==> src/verilog/vic_pkg.sv <==
package vic_pkg;

  // ----------------------------------------------------------------
  // register map (byte addresses, one aligned word each)
  // ----------------------------------------------------------------
  localparam logic [7:0] ADDR_REQUEST = 8'h00;
  localparam logic [7:0] ADDR_ENABLE  = 8'h04;
  localparam logic [7:0] ADDR_MASTER  = 8'h08;
  localparam logic [7:0] ADDR_EDGESEL = 8'h0C;
  localparam logic [7:0] ADDR_VECTOR  = 8'h10;
  localparam logic [7:0] ADDR_IRQSTAT = 8'h14;
  localparam logic [7:0] ADDR_IRQMASK = 8'h18;
  localparam logic [7:0] ADDR_ACK     = 8'h1C;
  localparam int         ADDR_W       = 8;

  // ----------------------------------------------------------------
  // source bit positions in request and enable words
  // ----------------------------------------------------------------
  localparam int NSRC         = 8;
  localparam int SRC_TICK     = 0;
  localparam int SRC_DUALEDGE = 1;
  localparam int SRC_SELEDGE  = 2;
  localparam int SRC_SECOND   = 3;
  localparam int SRC_SERIAL   = 4;
  localparam int SRC_TIMER    = 5;
  localparam int SRC_EXTTEST  = 6;
  localparam int SRC_WATCH    = 7;

  // vector table addresses, slots 1 to 5
  localparam logic [15:0] VEC_SLOT_ONE   = 16'h0002;
  localparam logic [15:0] VEC_SLOT_TWO   = 16'h0004;
  localparam logic [15:0] VEC_SLOT_THREE = 16'h0006;
  localparam logic [15:0] VEC_SLOT_FOUR  = 16'h0008;
  localparam logic [15:0] VEC_SLOT_FIVE  = 16'h000A;
  localparam logic [2:0]  SLOT_NONE      = 3'h0;

  localparam logic [1:0]  RESP_OKAY   = 2'h0;
  localparam logic [1:0]  RESP_SLVERR = 2'h2;

  // interrupt events for the sticky status word
  localparam int NEVT         = 2;
  localparam int EVT_TEST     = 0;
  localparam int EVT_PENDING  = 1;

  typedef struct packed {
    logic [NSRC-1:0] src;
  } vic_src_t;

endpackage : vic_pkg

==> src/verilog/vic_edge.sv <==
`timescale 1ns/1ns
// per-input edge detector with rise, fall or both selection
module vic_edge #(
  parameter int W = 1
) (
  input  wire logic         clk_i,
  input  wire logic         nrst_i,
  input  wire logic [W-1:0] sig_i,
  input  wire logic [W-1:0] rise_en_i,
  input  wire logic [W-1:0] fall_en_i,
  output logic      [W-1:0] edge_o
);

  typedef struct packed {
    logic [W-1:0] prev;
    logic         primed;
  } vic_edge_state_t;

  vic_edge_state_t s_q;
  vic_edge_state_t s_d;

  // first cycle after reset only primes, so a static level is no edge
  always_comb
  begin
    s_d        = s_q;
    s_d.prev   = sig_i;
    s_d.primed = 1'b1;
  end

  for (genvar i = 0; i < W; i++)
  begin : g_bit
    assign edge_o[i] = s_q.primed &
                       ((rise_en_i[i] & sig_i[i] & ~s_q.prev[i]) |
                        (fall_en_i[i] & ~sig_i[i] & s_q.prev[i]));
  end

  always_ff @(posedge clk_i or negedge nrst_i)
  begin
    if (!nrst_i)
      s_q <= '0;
    else
      s_q <= s_d;
  end

endmodule : vic_edge

==> src/verilog/vic_top.sv <==
`timescale 1ns/1ns
// Function
// RULE_01 - simultaneous enabled requests are served lowest priority number first.
// RULE_02 - the interval tick request is priority 1 and vectors to 0002H.
// RULE_03 - the dual edge request fires on both edges and shares the 0002H vector.
// RULE_04 - the select edge request uses a chosen edge at 0004H; the second request uses 0006H.
// RULE_05 - the serial done event is priority 4 vectored to 0008H.
// RULE_06 - the timer match request, raised on count equal modulo, is priority 5 at 000AH.
// RULE_07 - the two test sources set and gate flags but never vector.
// RULE_08 - the test flag sets on a test pin rise or any key return fall.
// RULE_09 - a vectored request is taken only with its enable and the master enable set.
// RULE_10 - software can read every request flag without taking an interrupt.
// RULE_11 - standby is released only by requests whose enable is set.
// RULE_12 - the watch flag sets on each half second tick and can release standby.
// RULE_13 - the service start address comes from the taken source's vector entry.
// RULE_14 - nesting is allowed and software steers it with the enables.
// RULE_15 - vector entries lie at 0002H to 000BH, two bytes each.
// RULE_16 - reset clears all request flags, enables and the master enable.
// RULE_17 - acknowledge clears the taken flag, except where a vector is shared.
module vic_top (
  input  wire logic                     clk_i,
  input  wire logic                     nrst_i,
  // event sources
  input  wire logic                     interval_tick_i,
  input  wire logic                     dual_edge_ext_i,
  input  wire logic                     select_edge_ext_i,
  input  wire logic                     second_ext_i,
  input  wire logic                     serial_done_i,
  input  wire logic [7:0]               timer_count_i,
  input  wire logic [7:0]               timer_modulo_i,
  input  wire logic                     ext_test_pin_i,
  input  wire logic [7:0]               key_return_inputs_i,
  input  wire logic                     watch_half_sec_i,
  // cpu side
  input  wire logic                     cpu_ack_i,
  output logic                          irq_req_o,
  output logic [15:0]                   vector_addr_o,
  output logic                          standby_release_o,
  output logic                          irq_o,
  // axi4-lite slave
  input  wire logic [vic_pkg::ADDR_W-1:0] s_axi_awaddr,
  input  wire logic                     s_axi_awvalid,
  output logic                          s_axi_awready,
  input  wire logic [31:0]              s_axi_wdata,
  input  wire logic [3:0]               s_axi_wstrb,
  input  wire logic                     s_axi_wvalid,
  output logic                          s_axi_wready,
  output logic [1:0]                    s_axi_bresp,
  output logic                          s_axi_bvalid,
  input  wire logic                     s_axi_bready,
  input  wire logic [vic_pkg::ADDR_W-1:0] s_axi_araddr,
  input  wire logic                     s_axi_arvalid,
  output logic                          s_axi_arready,
  output logic [31:0]                   s_axi_rdata,
  output logic [1:0]                    s_axi_rresp,
  output logic                          s_axi_rvalid,
  input  wire logic                     s_axi_rready
);

  typedef struct packed {
    vic_pkg::vic_src_t          source_request_flag;
    vic_pkg::vic_src_t          source_enable_flag;
    logic                       master_irq_enable;
    logic                       select_edge_rising;
    logic                       timer_match_prev;
    logic [15:0]                vec_base;
    logic [vic_pkg::NEVT-1:0]   irq_stat;
    logic [vic_pkg::NEVT-1:0]   irq_mask;
    logic                       aw_held;
    logic [vic_pkg::ADDR_W-1:0] aw_addr;
    logic                       w_held;
    logic [31:0]                w_data;
    logic [3:0]                 w_strb;
    logic                       bvalid;
    logic [1:0]                 bresp;
    logic                       rvalid;
    logic [31:0]                rdata;
    logic [1:0]                 rresp;
    logic                       irq_req;
    logic [15:0]                vector_addr;
    logic                       standby_release;
  } vic_state_t;

  vic_state_t s_q;
  vic_state_t s_d;

  // ----------------------------------------------------------------
  // edge detection of external pins
  // ----------------------------------------------------------------
  localparam int NEDGE = 11;
  logic [NEDGE-1:0] edge_sig;
  logic [NEDGE-1:0] edge_rise;
  logic [NEDGE-1:0] edge_fall;
  logic [NEDGE-1:0] edge_hit;

  assign edge_sig  = {key_return_inputs_i, ext_test_pin_i, select_edge_ext_i, dual_edge_ext_i};
  assign edge_rise = {8'h00, 1'b1, s_q.select_edge_rising, 1'b1}; // RULE_08 RULE_04
  assign edge_fall = {8'hFF, 1'b0, ~s_q.select_edge_rising, 1'b1}; // RULE_03 RULE_08

  vic_edge #(
    .W(NEDGE)
  ) u_edge (
    .clk_i     (clk_i),
    .nrst_i    (nrst_i),
    .sig_i     (edge_sig),
    .rise_en_i (edge_rise),
    .fall_en_i (edge_fall),
    .edge_o    (edge_hit)
  );

  // second request is a level pulse from its own edge logic outside
  logic                     timer_match;
  logic [vic_pkg::NSRC-1:0] raise;
  logic [vic_pkg::NSRC-1:0] pend;
  logic [2:0]               slot;
  logic [15:0]              slot_addr;

  assign timer_match = (timer_count_i == timer_modulo_i); // RULE_06

  always_comb
  begin
    raise = '0;
    raise[vic_pkg::SRC_TICK]     = interval_tick_i; // RULE_02
    raise[vic_pkg::SRC_DUALEDGE] = edge_hit[0]; // RULE_03
    raise[vic_pkg::SRC_SELEDGE]  = edge_hit[1]; // RULE_04
    raise[vic_pkg::SRC_SECOND]   = second_ext_i; // RULE_04
    raise[vic_pkg::SRC_SERIAL]   = serial_done_i; // RULE_05
    raise[vic_pkg::SRC_TIMER]    = timer_match & ~s_q.timer_match_prev; // RULE_06
    raise[vic_pkg::SRC_EXTTEST]  = |edge_hit[NEDGE-1:2]; // RULE_08
    raise[vic_pkg::SRC_WATCH]    = watch_half_sec_i; // RULE_12
  end

  // enabled pending requests; test sources gated but never vectored
  assign pend = s_q.source_request_flag.src & s_q.source_enable_flag.src; // RULE_09 RULE_07

  // ----------------------------------------------------------------
  // fixed priority resolution
  // ----------------------------------------------------------------
  always_comb
  begin
    slot      = vic_pkg::SLOT_NONE;
    slot_addr = vic_pkg::VEC_SLOT_ONE;
    if (pend[vic_pkg::SRC_TICK] | pend[vic_pkg::SRC_DUALEDGE]) // RULE_01 RULE_03
    begin
      slot      = 3'h1;
      slot_addr = vic_pkg::VEC_SLOT_ONE; // RULE_02
    end
    else if (pend[vic_pkg::SRC_SELEDGE])
    begin
      slot      = 3'h2;
      slot_addr = vic_pkg::VEC_SLOT_TWO; // RULE_04
    end
    else if (pend[vic_pkg::SRC_SECOND])
    begin
      slot      = 3'h3;
      slot_addr = vic_pkg::VEC_SLOT_THREE; // RULE_04
    end
    else if (pend[vic_pkg::SRC_SERIAL])
    begin
      slot      = 3'h4;
      slot_addr = vic_pkg::VEC_SLOT_FOUR; // RULE_05
    end
    else if (pend[vic_pkg::SRC_TIMER])
    begin
      slot      = 3'h5;
      slot_addr = vic_pkg::VEC_SLOT_FIVE; // RULE_06
    end
  end

  // ----------------------------------------------------------------
  // next state
  // ----------------------------------------------------------------
  logic                     aw_take;
  logic                     w_take;
  logic                     ar_take;
  logic                     wr_go;
  logic                     ack_clr;
  logic [vic_pkg::NSRC-1:0] sw_clr;
  logic [vic_pkg::NSRC-1:0] ack_mask;
  logic [31:0]              rd_word;
  logic                     rd_ok;
  logic                     wr_ok;
  logic [vic_pkg::NEVT-1:0] evt;

  assign s_axi_awready = ~s_q.aw_held & ~s_q.bvalid;
  assign s_axi_wready  = ~s_q.w_held & ~s_q.bvalid;
  assign s_axi_arready = ~s_q.rvalid;
  assign aw_take = s_axi_awvalid & s_axi_awready;
  assign w_take  = s_axi_wvalid & s_axi_wready;
  assign ar_take = s_axi_arvalid & s_axi_arready;
  assign wr_go   = s_q.aw_held & s_q.w_held;

  assign ack_clr = cpu_ack_i & s_q.irq_req;

  always_comb
  begin
    ack_mask = '0;
    // shared slot one: both flags are left to software
    unique case (slot)
      3'h2: ack_mask[vic_pkg::SRC_SELEDGE] = ack_clr; // RULE_17
      3'h3: ack_mask[vic_pkg::SRC_SECOND]  = ack_clr; // RULE_17
      3'h4: ack_mask[vic_pkg::SRC_SERIAL]  = ack_clr; // RULE_17
      3'h5: ack_mask[vic_pkg::SRC_TIMER]   = ack_clr; // RULE_17
      default: ack_mask = '0;
    endcase
  end

  always_comb
  begin
    rd_ok = 1'b1;
    unique case (s_axi_araddr)
      vic_pkg::ADDR_REQUEST: rd_word = {24'h000000, s_q.source_request_flag.src}; // RULE_10
      vic_pkg::ADDR_ENABLE:  rd_word = {24'h000000, s_q.source_enable_flag.src};
      vic_pkg::ADDR_MASTER:  rd_word = {31'h00000000, s_q.master_irq_enable};
      vic_pkg::ADDR_EDGESEL: rd_word = {31'h00000000, s_q.select_edge_rising};
      vic_pkg::ADDR_VECTOR:  rd_word = {16'h0000, s_q.vec_base};
      vic_pkg::ADDR_IRQSTAT: rd_word = {30'h00000000, s_q.irq_stat};
      vic_pkg::ADDR_IRQMASK: rd_word = {30'h00000000, s_q.irq_mask};
      default:
      begin
        rd_word = 32'h00000000;
        rd_ok   = 1'b0;
      end
    endcase
  end

  always_comb
  begin
    wr_ok  = 1'b1;
    sw_clr = '0;
    s_d    = s_q;
    evt[vic_pkg::EVT_TEST]    = raise[vic_pkg::SRC_EXTTEST] | raise[vic_pkg::SRC_WATCH];
    evt[vic_pkg::EVT_PENDING] = |raise[vic_pkg::SRC_TIMER:vic_pkg::SRC_TICK];

    s_d.timer_match_prev = timer_match;

    if (aw_take)
    begin
      s_d.aw_held = 1'b1;
      s_d.aw_addr = s_axi_awaddr;
    end
    if (w_take)
    begin
      s_d.w_held = 1'b1;
      s_d.w_data = s_axi_wdata;
      s_d.w_strb = s_axi_wstrb;
    end

    // software writes; byte lane 0 carries every field but the vector base
    if (wr_go)
    begin
      s_d.aw_held = 1'b0;
      s_d.w_held  = 1'b0;
      s_d.bvalid  = 1'b1;
      unique case (s_q.aw_addr)
        vic_pkg::ADDR_REQUEST:
          if (s_q.w_strb[0]) sw_clr = ~s_q.w_data[7:0];
        vic_pkg::ADDR_ENABLE:
          if (s_q.w_strb[0]) s_d.source_enable_flag.src = s_q.w_data[7:0]; // RULE_14
        vic_pkg::ADDR_MASTER:
          if (s_q.w_strb[0]) s_d.master_irq_enable = s_q.w_data[0]; // RULE_14
        vic_pkg::ADDR_EDGESEL:
          if (s_q.w_strb[0]) s_d.select_edge_rising = s_q.w_data[0]; // RULE_04
        vic_pkg::ADDR_VECTOR:
        begin
          if (s_q.w_strb[0]) s_d.vec_base[7:0]  = s_q.w_data[7:0]; // RULE_13
          if (s_q.w_strb[1]) s_d.vec_base[15:8] = s_q.w_data[15:8];
        end
        vic_pkg::ADDR_IRQMASK:
          if (s_q.w_strb[0]) s_d.irq_mask = s_q.w_data[vic_pkg::NEVT-1:0];
        vic_pkg::ADDR_ACK, vic_pkg::ADDR_IRQSTAT: ;
        default: wr_ok = 1'b0;
      endcase
      s_d.bresp = wr_ok ? vic_pkg::RESP_OKAY : vic_pkg::RESP_SLVERR;
    end
    if (s_q.bvalid & s_axi_bready)
      s_d.bvalid = 1'b0;

    // request flags: a new event wins over any clear in the same cycle
    s_d.source_request_flag.src = (s_q.source_request_flag.src & ~sw_clr & ~ack_mask)
                                  | raise; // RULE_17 RULE_07

    // sticky status, cleared by a read, set wins over the clear
    if (ar_take)
    begin
      s_d.rvalid = 1'b1;
      s_d.rdata  = rd_word;
      s_d.rresp  = rd_ok ? vic_pkg::RESP_OKAY : vic_pkg::RESP_SLVERR;
      if (s_axi_araddr == vic_pkg::ADDR_IRQSTAT)
        s_d.irq_stat = '0;
    end
    if (s_q.rvalid & s_axi_rready)
      s_d.rvalid = 1'b0;
    s_d.irq_stat = s_d.irq_stat | evt;

    // vectored request to the cpu; dropped on ack so nesting is software's choice
    s_d.irq_req     = s_q.master_irq_enable & (slot != vic_pkg::SLOT_NONE) & ~ack_clr; // RULE_09 RULE_14
    s_d.vector_addr = s_q.vec_base + slot_addr; // RULE_13 RULE_15
    // release ignores the master enable, as in standby the cpu cannot act
    s_d.standby_release = |pend; // RULE_11 RULE_12
  end

  // ----------------------------------------------------------------
  // registers and outputs
  // ----------------------------------------------------------------
  always_ff @(posedge clk_i or negedge nrst_i)
  begin
    if (!nrst_i)
      s_q <= '0; // RULE_16
    else
      s_q <= s_d;
  end

  assign irq_req_o         = s_q.irq_req;
  assign vector_addr_o     = s_q.vector_addr;
  assign standby_release_o = s_q.standby_release;
  assign irq_o             = |(s_q.irq_stat & s_q.irq_mask);
  assign s_axi_bvalid      = s_q.bvalid;
  assign s_axi_bresp       = s_q.bresp;
  assign s_axi_rvalid      = s_q.rvalid;
  assign s_axi_rdata       = s_q.rdata;
  assign s_axi_rresp       = s_q.rresp;

endmodule : vic_top

==> config.mk <==
export PLATFORM = sky130hd
export DESIGN_NAME = vic_top
export DESIGN_NICKNAME = d
export VERILOG_FILES = /design/src/verilog/vic_pkg.sv /design/src/verilog/vic_edge.sv /design/src/verilog/vic_top.sv
export SDC_FILE = /design/constraint.sdc
export NUM_CORES = 1
export LEC_CHECK = 0
export ABC_AREA = 1
export BUFFER_PORTS_ARGS = -buffer_cell sky130_fd_sc_hd__buf_2
export CAP_MARGIN = 20
export CORE_MARGIN = 1.5
export CORE_UTILIZATION = 55
export CTS_BUF_LIST = sky130_fd_sc_hd__clkbuf_4 sky130_fd_sc_hd__clkbuf_8
export DETAILED_ROUTE_END_ITERATION = 7
export GPL_ROUTABILITY_DRIVEN = 1
export PLACE_DENSITY = 0.81
export SETUP_SLACK_MARGIN = 0.02
export SLEW_MARGIN = 25
export SYNTH_ARGS = -nofsm -noshare
export SYNTH_HDL_FRONTEND = slang
export SYNTH_HIERARCHICAL = 1
export SYNTH_SLANG_ARGS = --single-unit
==> constraint.sdc <==
create_clock -name clk_i -period 2.7 [get_ports clk_i]
set_clock_uncertainty 0.15 [all_clocks]
set_input_delay 0.54 -clock clk_i [delete_from_list [all_inputs] [get_ports clk_i]]
set_output_delay 0.54 -clock clk_i [all_outputs]
set_load 0.01 [all_outputs]
## Yosys cells after proc, flatten, opt, wreduce, memory -nomap -nowiden

Cells that the tools add are included.

| cells by class | value |
|---|---|
| add/sub/neg operators | 1 |
| $mul | 0 |
| divide/modulo/power cells | 0 |
| magnitude comparators | 0 |
| equal/unequal tests | 18 |
| shift operators | 0 |
| multiplexer cells | 33 |
| bitwise gates (word level) | 71 |
| reductions and logical operators | 19 |

Operator list:

| kind | number |
|---|---|
| $pmux 16 s7 | 1 |
| $eq 8x5->1 const B | 7 |
| $and 1x1->1 | 38 |
| $mux 37 | 1 |
| $mux 35 | 1 |
| $eq 8x4->1 const B | 4 |
| $and 8x8->8 | 3 |
| $mux 8 | 3 |
| $mux 4 | 5 |
| $not 1->1 | 20 |
| $mux 3 | 6 |
| $reduce_and 3->1 | 6 |
| $add 16x16->16 | 1 |
| $eq 8x3->1 const B | 2 |
| $logic_not 8->1 | 2 |
| $not 8->8 | 2 |
| $reduce_or 8->1 | 2 |
| $mux 1 | 11 |
| $mux 9 | 1 |
| $reduce_or 9->1 | 1 |
| $eq 8x8->1 | 1 |
| $mux 2 | 4 |
| $not 6->8 | 1 |
| $or 8x8->8 | 1 |
| other kinds (10) | 18 |

| storage, ports and cells | value |
|---|---|
| register bits | 153 |
| latch bits | 0 |
| RAM bits | 0 |
| ROM bits | 0 |
| memories | 0 |

## Depth between registers and ports, before layout

Gate-level depths: netlist (run 1).

| depth | value |
|---|---|
| word-level depth | 11 |
| depth in mapped cells | 14 |

## Cells and area by module

Netlist (run 1), hierarchy kept.

By module, submodules not included:

| module | instances | cells each | area an instance (um^2) |
|---|---|---|---|
| vic_top | 1 | 602 | 5271.3 |
| vic_edge | 1 | 80 | 601.8 |

## Worst setup path before layout (run 1)

OpenSTA, ideal clock, no wires.

| timing path | value |
|---|---|
| path kind | register to register |
| from | reg s_q[126] (netlist bit) |
| to | reg s_q (netlist bit vector_addr_o[13]) |
| arrival time | 1712 ps |
| data required time | 2433 ps |
| path slack | 722 ps |
| stages on the path, launching flop included | 14 |
| path buffers | 0 |
| cells stage by stage | dfrtp_1 > nand2_2 > nand2_4 > inv_1 > nand2_1 > ha_1 > inv_1 > fa_1 > inv_1 > nand4_2 > nand2_4 > nand2_1 > nand2_1 > nand2_1 |

RTL lines:

| what | RTL line | text |
|---|---|---|
| start, declared | vic_top.sv:84 | `vic_state_t s_q;` |
| start signal, assigned | vic_top.sv:309 | `s_q <= '0;` |
| start signal, assigned | vic_top.sv:311 | `s_q <= s_d;` |

==> results of run 1 <==
-- power groups by stage --
stage	logic, W	registers, W	clock network [W]
2_1_floorplan	0.000710	0.00219	0
3_3_place_gp	0.000896	0.00222	0
3_5_place_dp	0.000941	0.00224	0
4_1_cts	0.000949	0.00221	0.00138
5_1_grt	0.00107	0.00224	0.00147
6_report	0.000941	0.00221	0.00136
-- path summary, 6_finish.rpt --
kind                                        start                end  slack, ns  depth (start not counted)
max                                      s_q[134]  vector_addr_o[13]       0.48                         13
min                        key_return_inputs_i[3]      u_edge/s_q[7]        0.1                          1
max reg2reg                              s_q[134]  vector_addr_o[13]       0.48                         13
min reg2reg                              s_q[106]   vector_addr_o[0]       0.30                          0
max in group asynchronous                  nrst_i            s_q[63]       1.32                          3
min in group asynchronous                  nrst_i    s_axi_rdata[10]       0.36                          2
-- cells in the mapped netlist, types with 5 or more instances --
master | instances | area share, %
dfrtp_1 | 117 | 50
nor2_2 | 14 | 1.5
o21ai_0 | 15 | 1.3
inv_2 | 8 | 0.51
nand4_1 | 11 | 1.2
nand2_1 | 154 | 9.8
nand2_2 | 7 | 0.75
nand2_4 | 8 | 1.5
buf_2 | 9 | 0.77
nand3_1 | 33 | 2.8
inv_1 | 74 | 4.7
nor4_1 | 5 | 0.53
nor3_1 | 9 | 0.77
buf_4 | 52 | 6.6
nor2_1 | 36 | 2.3
o31ai_1 | 9 | 1.2
a21oi_1 | 36 | 3.1
o21ai_1 | 38 | 3.2
xor2_1 | 5 | 0.75
mux2_2 | 5 | 0.96
-- timing repair --
action                    4_1_cts  5_1_grt
hold buffers                    1        0
hold endpoints to repair       14        0
gates resized for setup         0        0
-- kinds of logic (layout without fill, tap and decap cells) --
kind of cell             after synthesis  count (layout)
AND/OR/NAND/NOR                      287             287
multiplexers                           6               6
buffers and inverters                149             233
adder cells (fa/ha/maj)                3               3
flip-flops                           117             117
other                                  3              39
XOR/XNOR                               9               9
AO/OA/AOI/OAI                        108             108
-- cell type report --
| type | count | area share (%) |
|---|---|---|
| sequential | 117 | 43.9 |
| multi-input combinational | 452 | 34.4 |
| timing repair buffer | 120 | 9.50 |
| inverter | 82 | 4.62 |
| clock buffer | 22 | 4.17 |
| tap | 136 | 2.55 |
| clock inverter | 9 | 0.863 |
-- stage by stage --
stage | cells | setup WS (ns) | hold slack [ns]
2_1_floorplan | 718 | 0.722 | 0.0944
3_3_place_gp | 906 | 0.501 | 0.255
3_5_place_dp | 906 | 0.434 | 0.265
4_1_cts | 938 | 0.496 | 0.0758
5_1_grt | 938 | 0.360 | 0.0810
6_report | 938 | 0.483 | 0.0981
-- critical path: stages, from the launching register on --
cell and delay [ns]:
dfrtp_1 0.40, nand2_2 0.08, nand2_4 0.11, inv_1 0.07, nand2_1 0.09, ha_1 0.17
inv_1 0.06, fa_1 0.40, inv_1 0.11, nand4_2 0.13, nand2_4 0.14, nand2_1 0.07
nand2_1 0.08, nand2_1 0.05
-- registers in the layout (all words and copies together), names as in the netlist --
signal	cells
edge_rise	1
irq_req_o	1
s_axi_bresp	1
s_axi_bvalid	1
s_axi_rdata	16
s_axi_rresp	1
s_axi_rvalid	1
s_q	66
standby_release_o	1
u_edge/s_q	12
vector_addr_o	16
-- layout by cell type, fill, tap and decap left out, drive strengths merged --
| cell | instances |
|---|---|
| clkinvlp | 2 |
| nand2 | 169 |
| nand3 | 35 |
| o21ai | 53 |
| a21oi | 36 |
| o2bb2ai | 1 |
| dlygate4sd3 | 1 |
| ha | 2 |
| buf | 119 |
| xor2 | 5 |
| or2 | 1 |
| a22o | 1 |
| o2111ai | 1 |
| conb | 39 |
| clkinv | 7 |
| nor3 | 10 |
| o31ai | 9 |
| nand4 | 13 |
| nor2 | 52 |
| a311oi | 1 |
| o21bai | 2 |
| a21o | 1 |
| fa | 1 |
| clkbuf | 22 |
| a221oi | 1 |
| a211oi | 1 |
| and3 | 1 |
| nand3b | 1 |
| o211ai | 1 |
| dfrtp | 117 |
| mux2 | 6 |
| nor4 | 5 |
| inv | 82 |
| xnor2 | 4 |
-- layer usage --
metal / global-route usage, % / up-vias / routed length, um
li1: - / 2328 / -
met1: 31.1 / 2147 / 5520
met2: 36.0 / 170 / 5500
met3: 5.82 / 24 / 861
met4: 9.56 / 0 / 244
met5: 0 / - / 0
==> flow_summary.yaml, run 1 <==
clock_network:
  cts_setup_buffers: 0
  root_buffer: "clkbuf_8"
  cts_buffers: 17
  cts.sinks: 117
  max-clock-path-buffers: 2
  clk_pin_slew_ns: 0.07
  cts_tree: "built"
  clkLatencyLatePin_ns: 0.43
  h-tree-depth: 4
synth:
  synth_edf_count: 0
  synth.cell_area_um2: 5870
  yosys_most_used_dff: "dfrtp_1"
  seq_area_frac_synth_pct: 49.9
  synthSimpleGateAreaFrac_pct: 23.2
  synth.distinct_cells: 46
  muxShareOfSynthArea_pct: 1.15
  synth_top_family_by_area: "simple AND/OR/NAND/NOR gates"
  synth_xor_area_share_pct: 1.34
  ys.warnings.count: 6
  synth.avg_cell_area_um2: 8.61
  synthAdderAreaFrac_pct: 0.767
  synth_seq_cells: 117
  synth_compound_area_share_pct: 10.1
  async_flop_share_pct: 100
  netlist_instances: 682
placement:
  hpwl_mm: 9.21
  gp_congestion: 0.817
  placed_area_um2: 6320
  portBuffers: 114
timing:
  min_period_ns: 2.22
  worst-slew-pin-transition_ns: 0.660
  setup_viol: 0
  tns_ns: 0
  maxSlewViolCount: 0
  max_slew_margin_pct: 55.9
  rsz0062_at_grt: "false"
  hold_viol_final: 0
  period_share_pct: 82.1
  timing.fmax_mhz: 451
routing:
  drc_errors: 0
  antenna_left: 0
  wl_per_cell_um: 12.9
  dr_total_vias: 4669
  via_per_inst: 4.98
  first_iter_violations: 190
  wl_mm: 12.1
  dr.pass1.iters: 4
floorplan:
  dieWidth_um: 106
  die_area_um2: 11300
  start_util_pct: 56.9
  core_um2: 10300
  io_pins: 151
  dieHeight_um: 106
  rows: 37
critical_path:
  critPathKind: "reg2reg"
  arrival_ns: 2.39
  required_ns: 2.87
  crit_path_end_kind: "register"
  crit_fanout: 9
  start_kind: "register"
pwr:
  totalPowerFinal_w: 0.00451
  p_seq_share_pct: 49.0
  combPwrFrac_pct: 20.9
  p_leak_nw: 3.57
  clock_power_share_pct: 30.1
  switching_share_pct: 32.0
  cell_internal_pwr_w: 0.00306
  power_switching_w: 0.00144
  ir_drop_uv: 616
  powerDensity_nw_per_um2: 676
min_path:
  hold_class: "in2reg"
cells_and_area:
  fin_area_um2: 6670
  multi_input_comb_area_um2: 2290
  final_nets: 884
  area_delta_synth_final_pct: 13.5
  fillers: 867
  drive_above_1_share_pct: 24.9
  diodes: 0
  final_util_pct: 64.6
  layout.area.seq_um2: 2930
run:
  maxCapViolCount: 0
global_routing:
  grt_pass1_vias: 4448
  grt_pass1_wl_mm: 20.4
  gr-total-overflow: 0
  antenna_found_initial: 0
  grt_max_degree: 66
  grt_use_total_pct: 23.2
outcome:
  status: "finished clean"
Note: power is estimated with default switching activity, not from simulation.
==> run 2, diff against run 1 <==
==> constraint.sdc (replaced) <==
create_clock -name clk_i -period 2.2 [get_ports clk_i]
set_clock_uncertainty 0.15 [all_clocks]
set_input_delay 0.44 -clock clk_i [delete_from_list [all_inputs] [get_ports clk_i]]
set_output_delay 0.44 -clock clk_i [all_outputs]
set_load 0.01 [all_outputs]
==> flow_summary.yaml, run 2 (synthesis gave the netlist of run 1 again) <==
outcome:
  status: "finished clean"
routing:
  met1_length_mm: 5.64
  via_per_inst: 5.08
  routed.top_layer: "met4"
  dr.pass1.iters: 6
  wl_met3_um: 731
  drc_errors: 0
  first_iter_violations: 305
  dr_total_vias: 4874
  antenna_left: 0
  wl_met2_mm: 6.09
  wl_per_cell_um: 13.3
  wl_mm: 12.7
cells_and_area:
  drive_above_1_share_pct: 26.0
  stdcell_count: 959
  diodes: 0
  largest_register_ff_count: 66
  final_nets: 904
  fillers: 854
  largest-register: "s_q"
  layout_common_cells: "nand2_1, dfrtp_1, buf_2, inv_1, conb_1"
  final_common_cell: "nand2_1"
  area_delta_synth_final_pct: 18.2
placement:
  portBuffers: 114
  placed_cells: 911
  hpwl_mm: 9.43
  gp_congestion: 0.836
  dp_slack_ns: 0.0644
pwr:
  p_leak_nw: 3.69
  ir_drop_uv: 686
  powerDensity_nw_per_um2: 845
  totalPowerFinal_w: 0.00586
clock_network:
  cts_buffers: 17
  cts.sinks: 117
  clk_pin_slew_ns: 0.07
  h-tree-depth: 4
  cts_tree: "built"
  root_buffer: "clkbuf_8"
  max-clock-path-buffers: 2
  clkLatencyLatePin_ns: 0.43
critical_path:
  cp_slowest_cell: "dfrtp_1"
  crit_fanout: 5
  arrival_ns: 2.26
  path_cells: "nand2_2, nand2_4, inv_1, nand2_1, ha_2, inv_1, fa_2, inv_2, nand4_4, nand2_4, nand2_1, nand2_1, nand2_1"
  crit_path_frequent_cell: "nand2_1"
  start_kind: "register"
  path_buf_inv: 3
  worst_path_largest_cell_delay_ns: 0.39
  required_ns: 2.37
  critPathKind: "reg2reg"
  crit_path_end_kind: "register"
  cp_top_family: "simple AND/OR/NAND/NOR gates"
timing:
  hold_viol_final: 0
  period_share_pct: 94.9
  min_period_ns: 2.09
  setup_viol: 0
  timing.fmax_mhz: 479
  layout_setup_ws_ns: 0.112
  rsz0062_at_grt: "true"
  maxSlewViolCount: 0
floorplan:
  dieHeight_um: 106
  rows: 37
  dieWidth_um: 106
  io_pins: 151
  start_util_pct: 56.9
  core_um2: 10300
  die_area_um2: 11300
global_routing:
  grt_pass1_wl_mm: 21.4
  grt_use_total_pct: 24.2
  antenna_found_initial: 0
  grt_max_degree: 44
  gr-total-overflow: 0
  grt_pass1_vias: 4739
run:
  maxCapViolCount: 0
min_path:
  hold_class: "in2reg"
[run 2: area by class of cell]
cell class,instances,area (um2),share of cell area [%]
clock buffer,21,277,3.98
clock inverter,11,126,1.82
inverter,82,308,4.43
multi-input combinational,453,2320,33.4
sequential,117,2930,42.2
tap,136,170,2.45
timing repair buffer,139,816,11.7
[run 2: per-layer routing]
layer	vias to the layer above	global-route usage, %
met3	25	6.68
met2	159	38.2
met4	0	8.40
li1	2372	-
met5	-	0
met1	2318	32.1
[run 2: final timing paths]
kind                         startpoint  cells past startpoint  slack [ns]          endpoint
setup / recovery               s_q[134]                     13        0.11  vector_addr_o[9]
hold / removal             s_axi_bready                      2        0.04      s_axi_bvalid
setup reg to reg               s_q[134]                     13        0.11  vector_addr_o[9]
max in group asynchronous        nrst_i                      3        0.99     u_edge/s_q[7]
min in group asynchronous        nrst_i                      2        0.34   s_axi_rdata[13]
hold reg to reg                s_q[106]                      0        0.32  vector_addr_o[0]
[run 2: through the flow]
step / setup TNS, ns / util [%] / hold slack [ns] / instance area (um2)
after global placement: 0 / 61.7 / 0.240 / 6370
after floorplan: 0 / - / -0.00559 / 6010
final: 0 / 67.3 / 0.0389 / 6940
after detailed placement: 0 / 61.7 / 0.243 / 6370
after CTS: 0 / 66.9 / 0.0165 / 6900
after global routing: -0.0293 / 67.3 / 0.0401 / 6940
[run 2: where the power goes]
part / leakage [nW] / total (W) / internal (W) / switching, W
registers: 1.46 / 0.00270 / 0.00250 / 0.000203
logic: 2.02 / 0.00120 / 0.000448 / 0.000755
clock network: 0.207 / 0.00196 / 0.00109 / 0.000863
total: 3.69 / 0.00586 / 0.00404 / 0.00182
[run 2: what timing repair did]
item	CTS	global route
gates resized for setup	2	3
buffers inserted	0	3
cloned	1	0
pin swaps	1	1
hold buffers	12	0
setup endpoints to repair	1	7
endpoints found under the hold margin	39	0
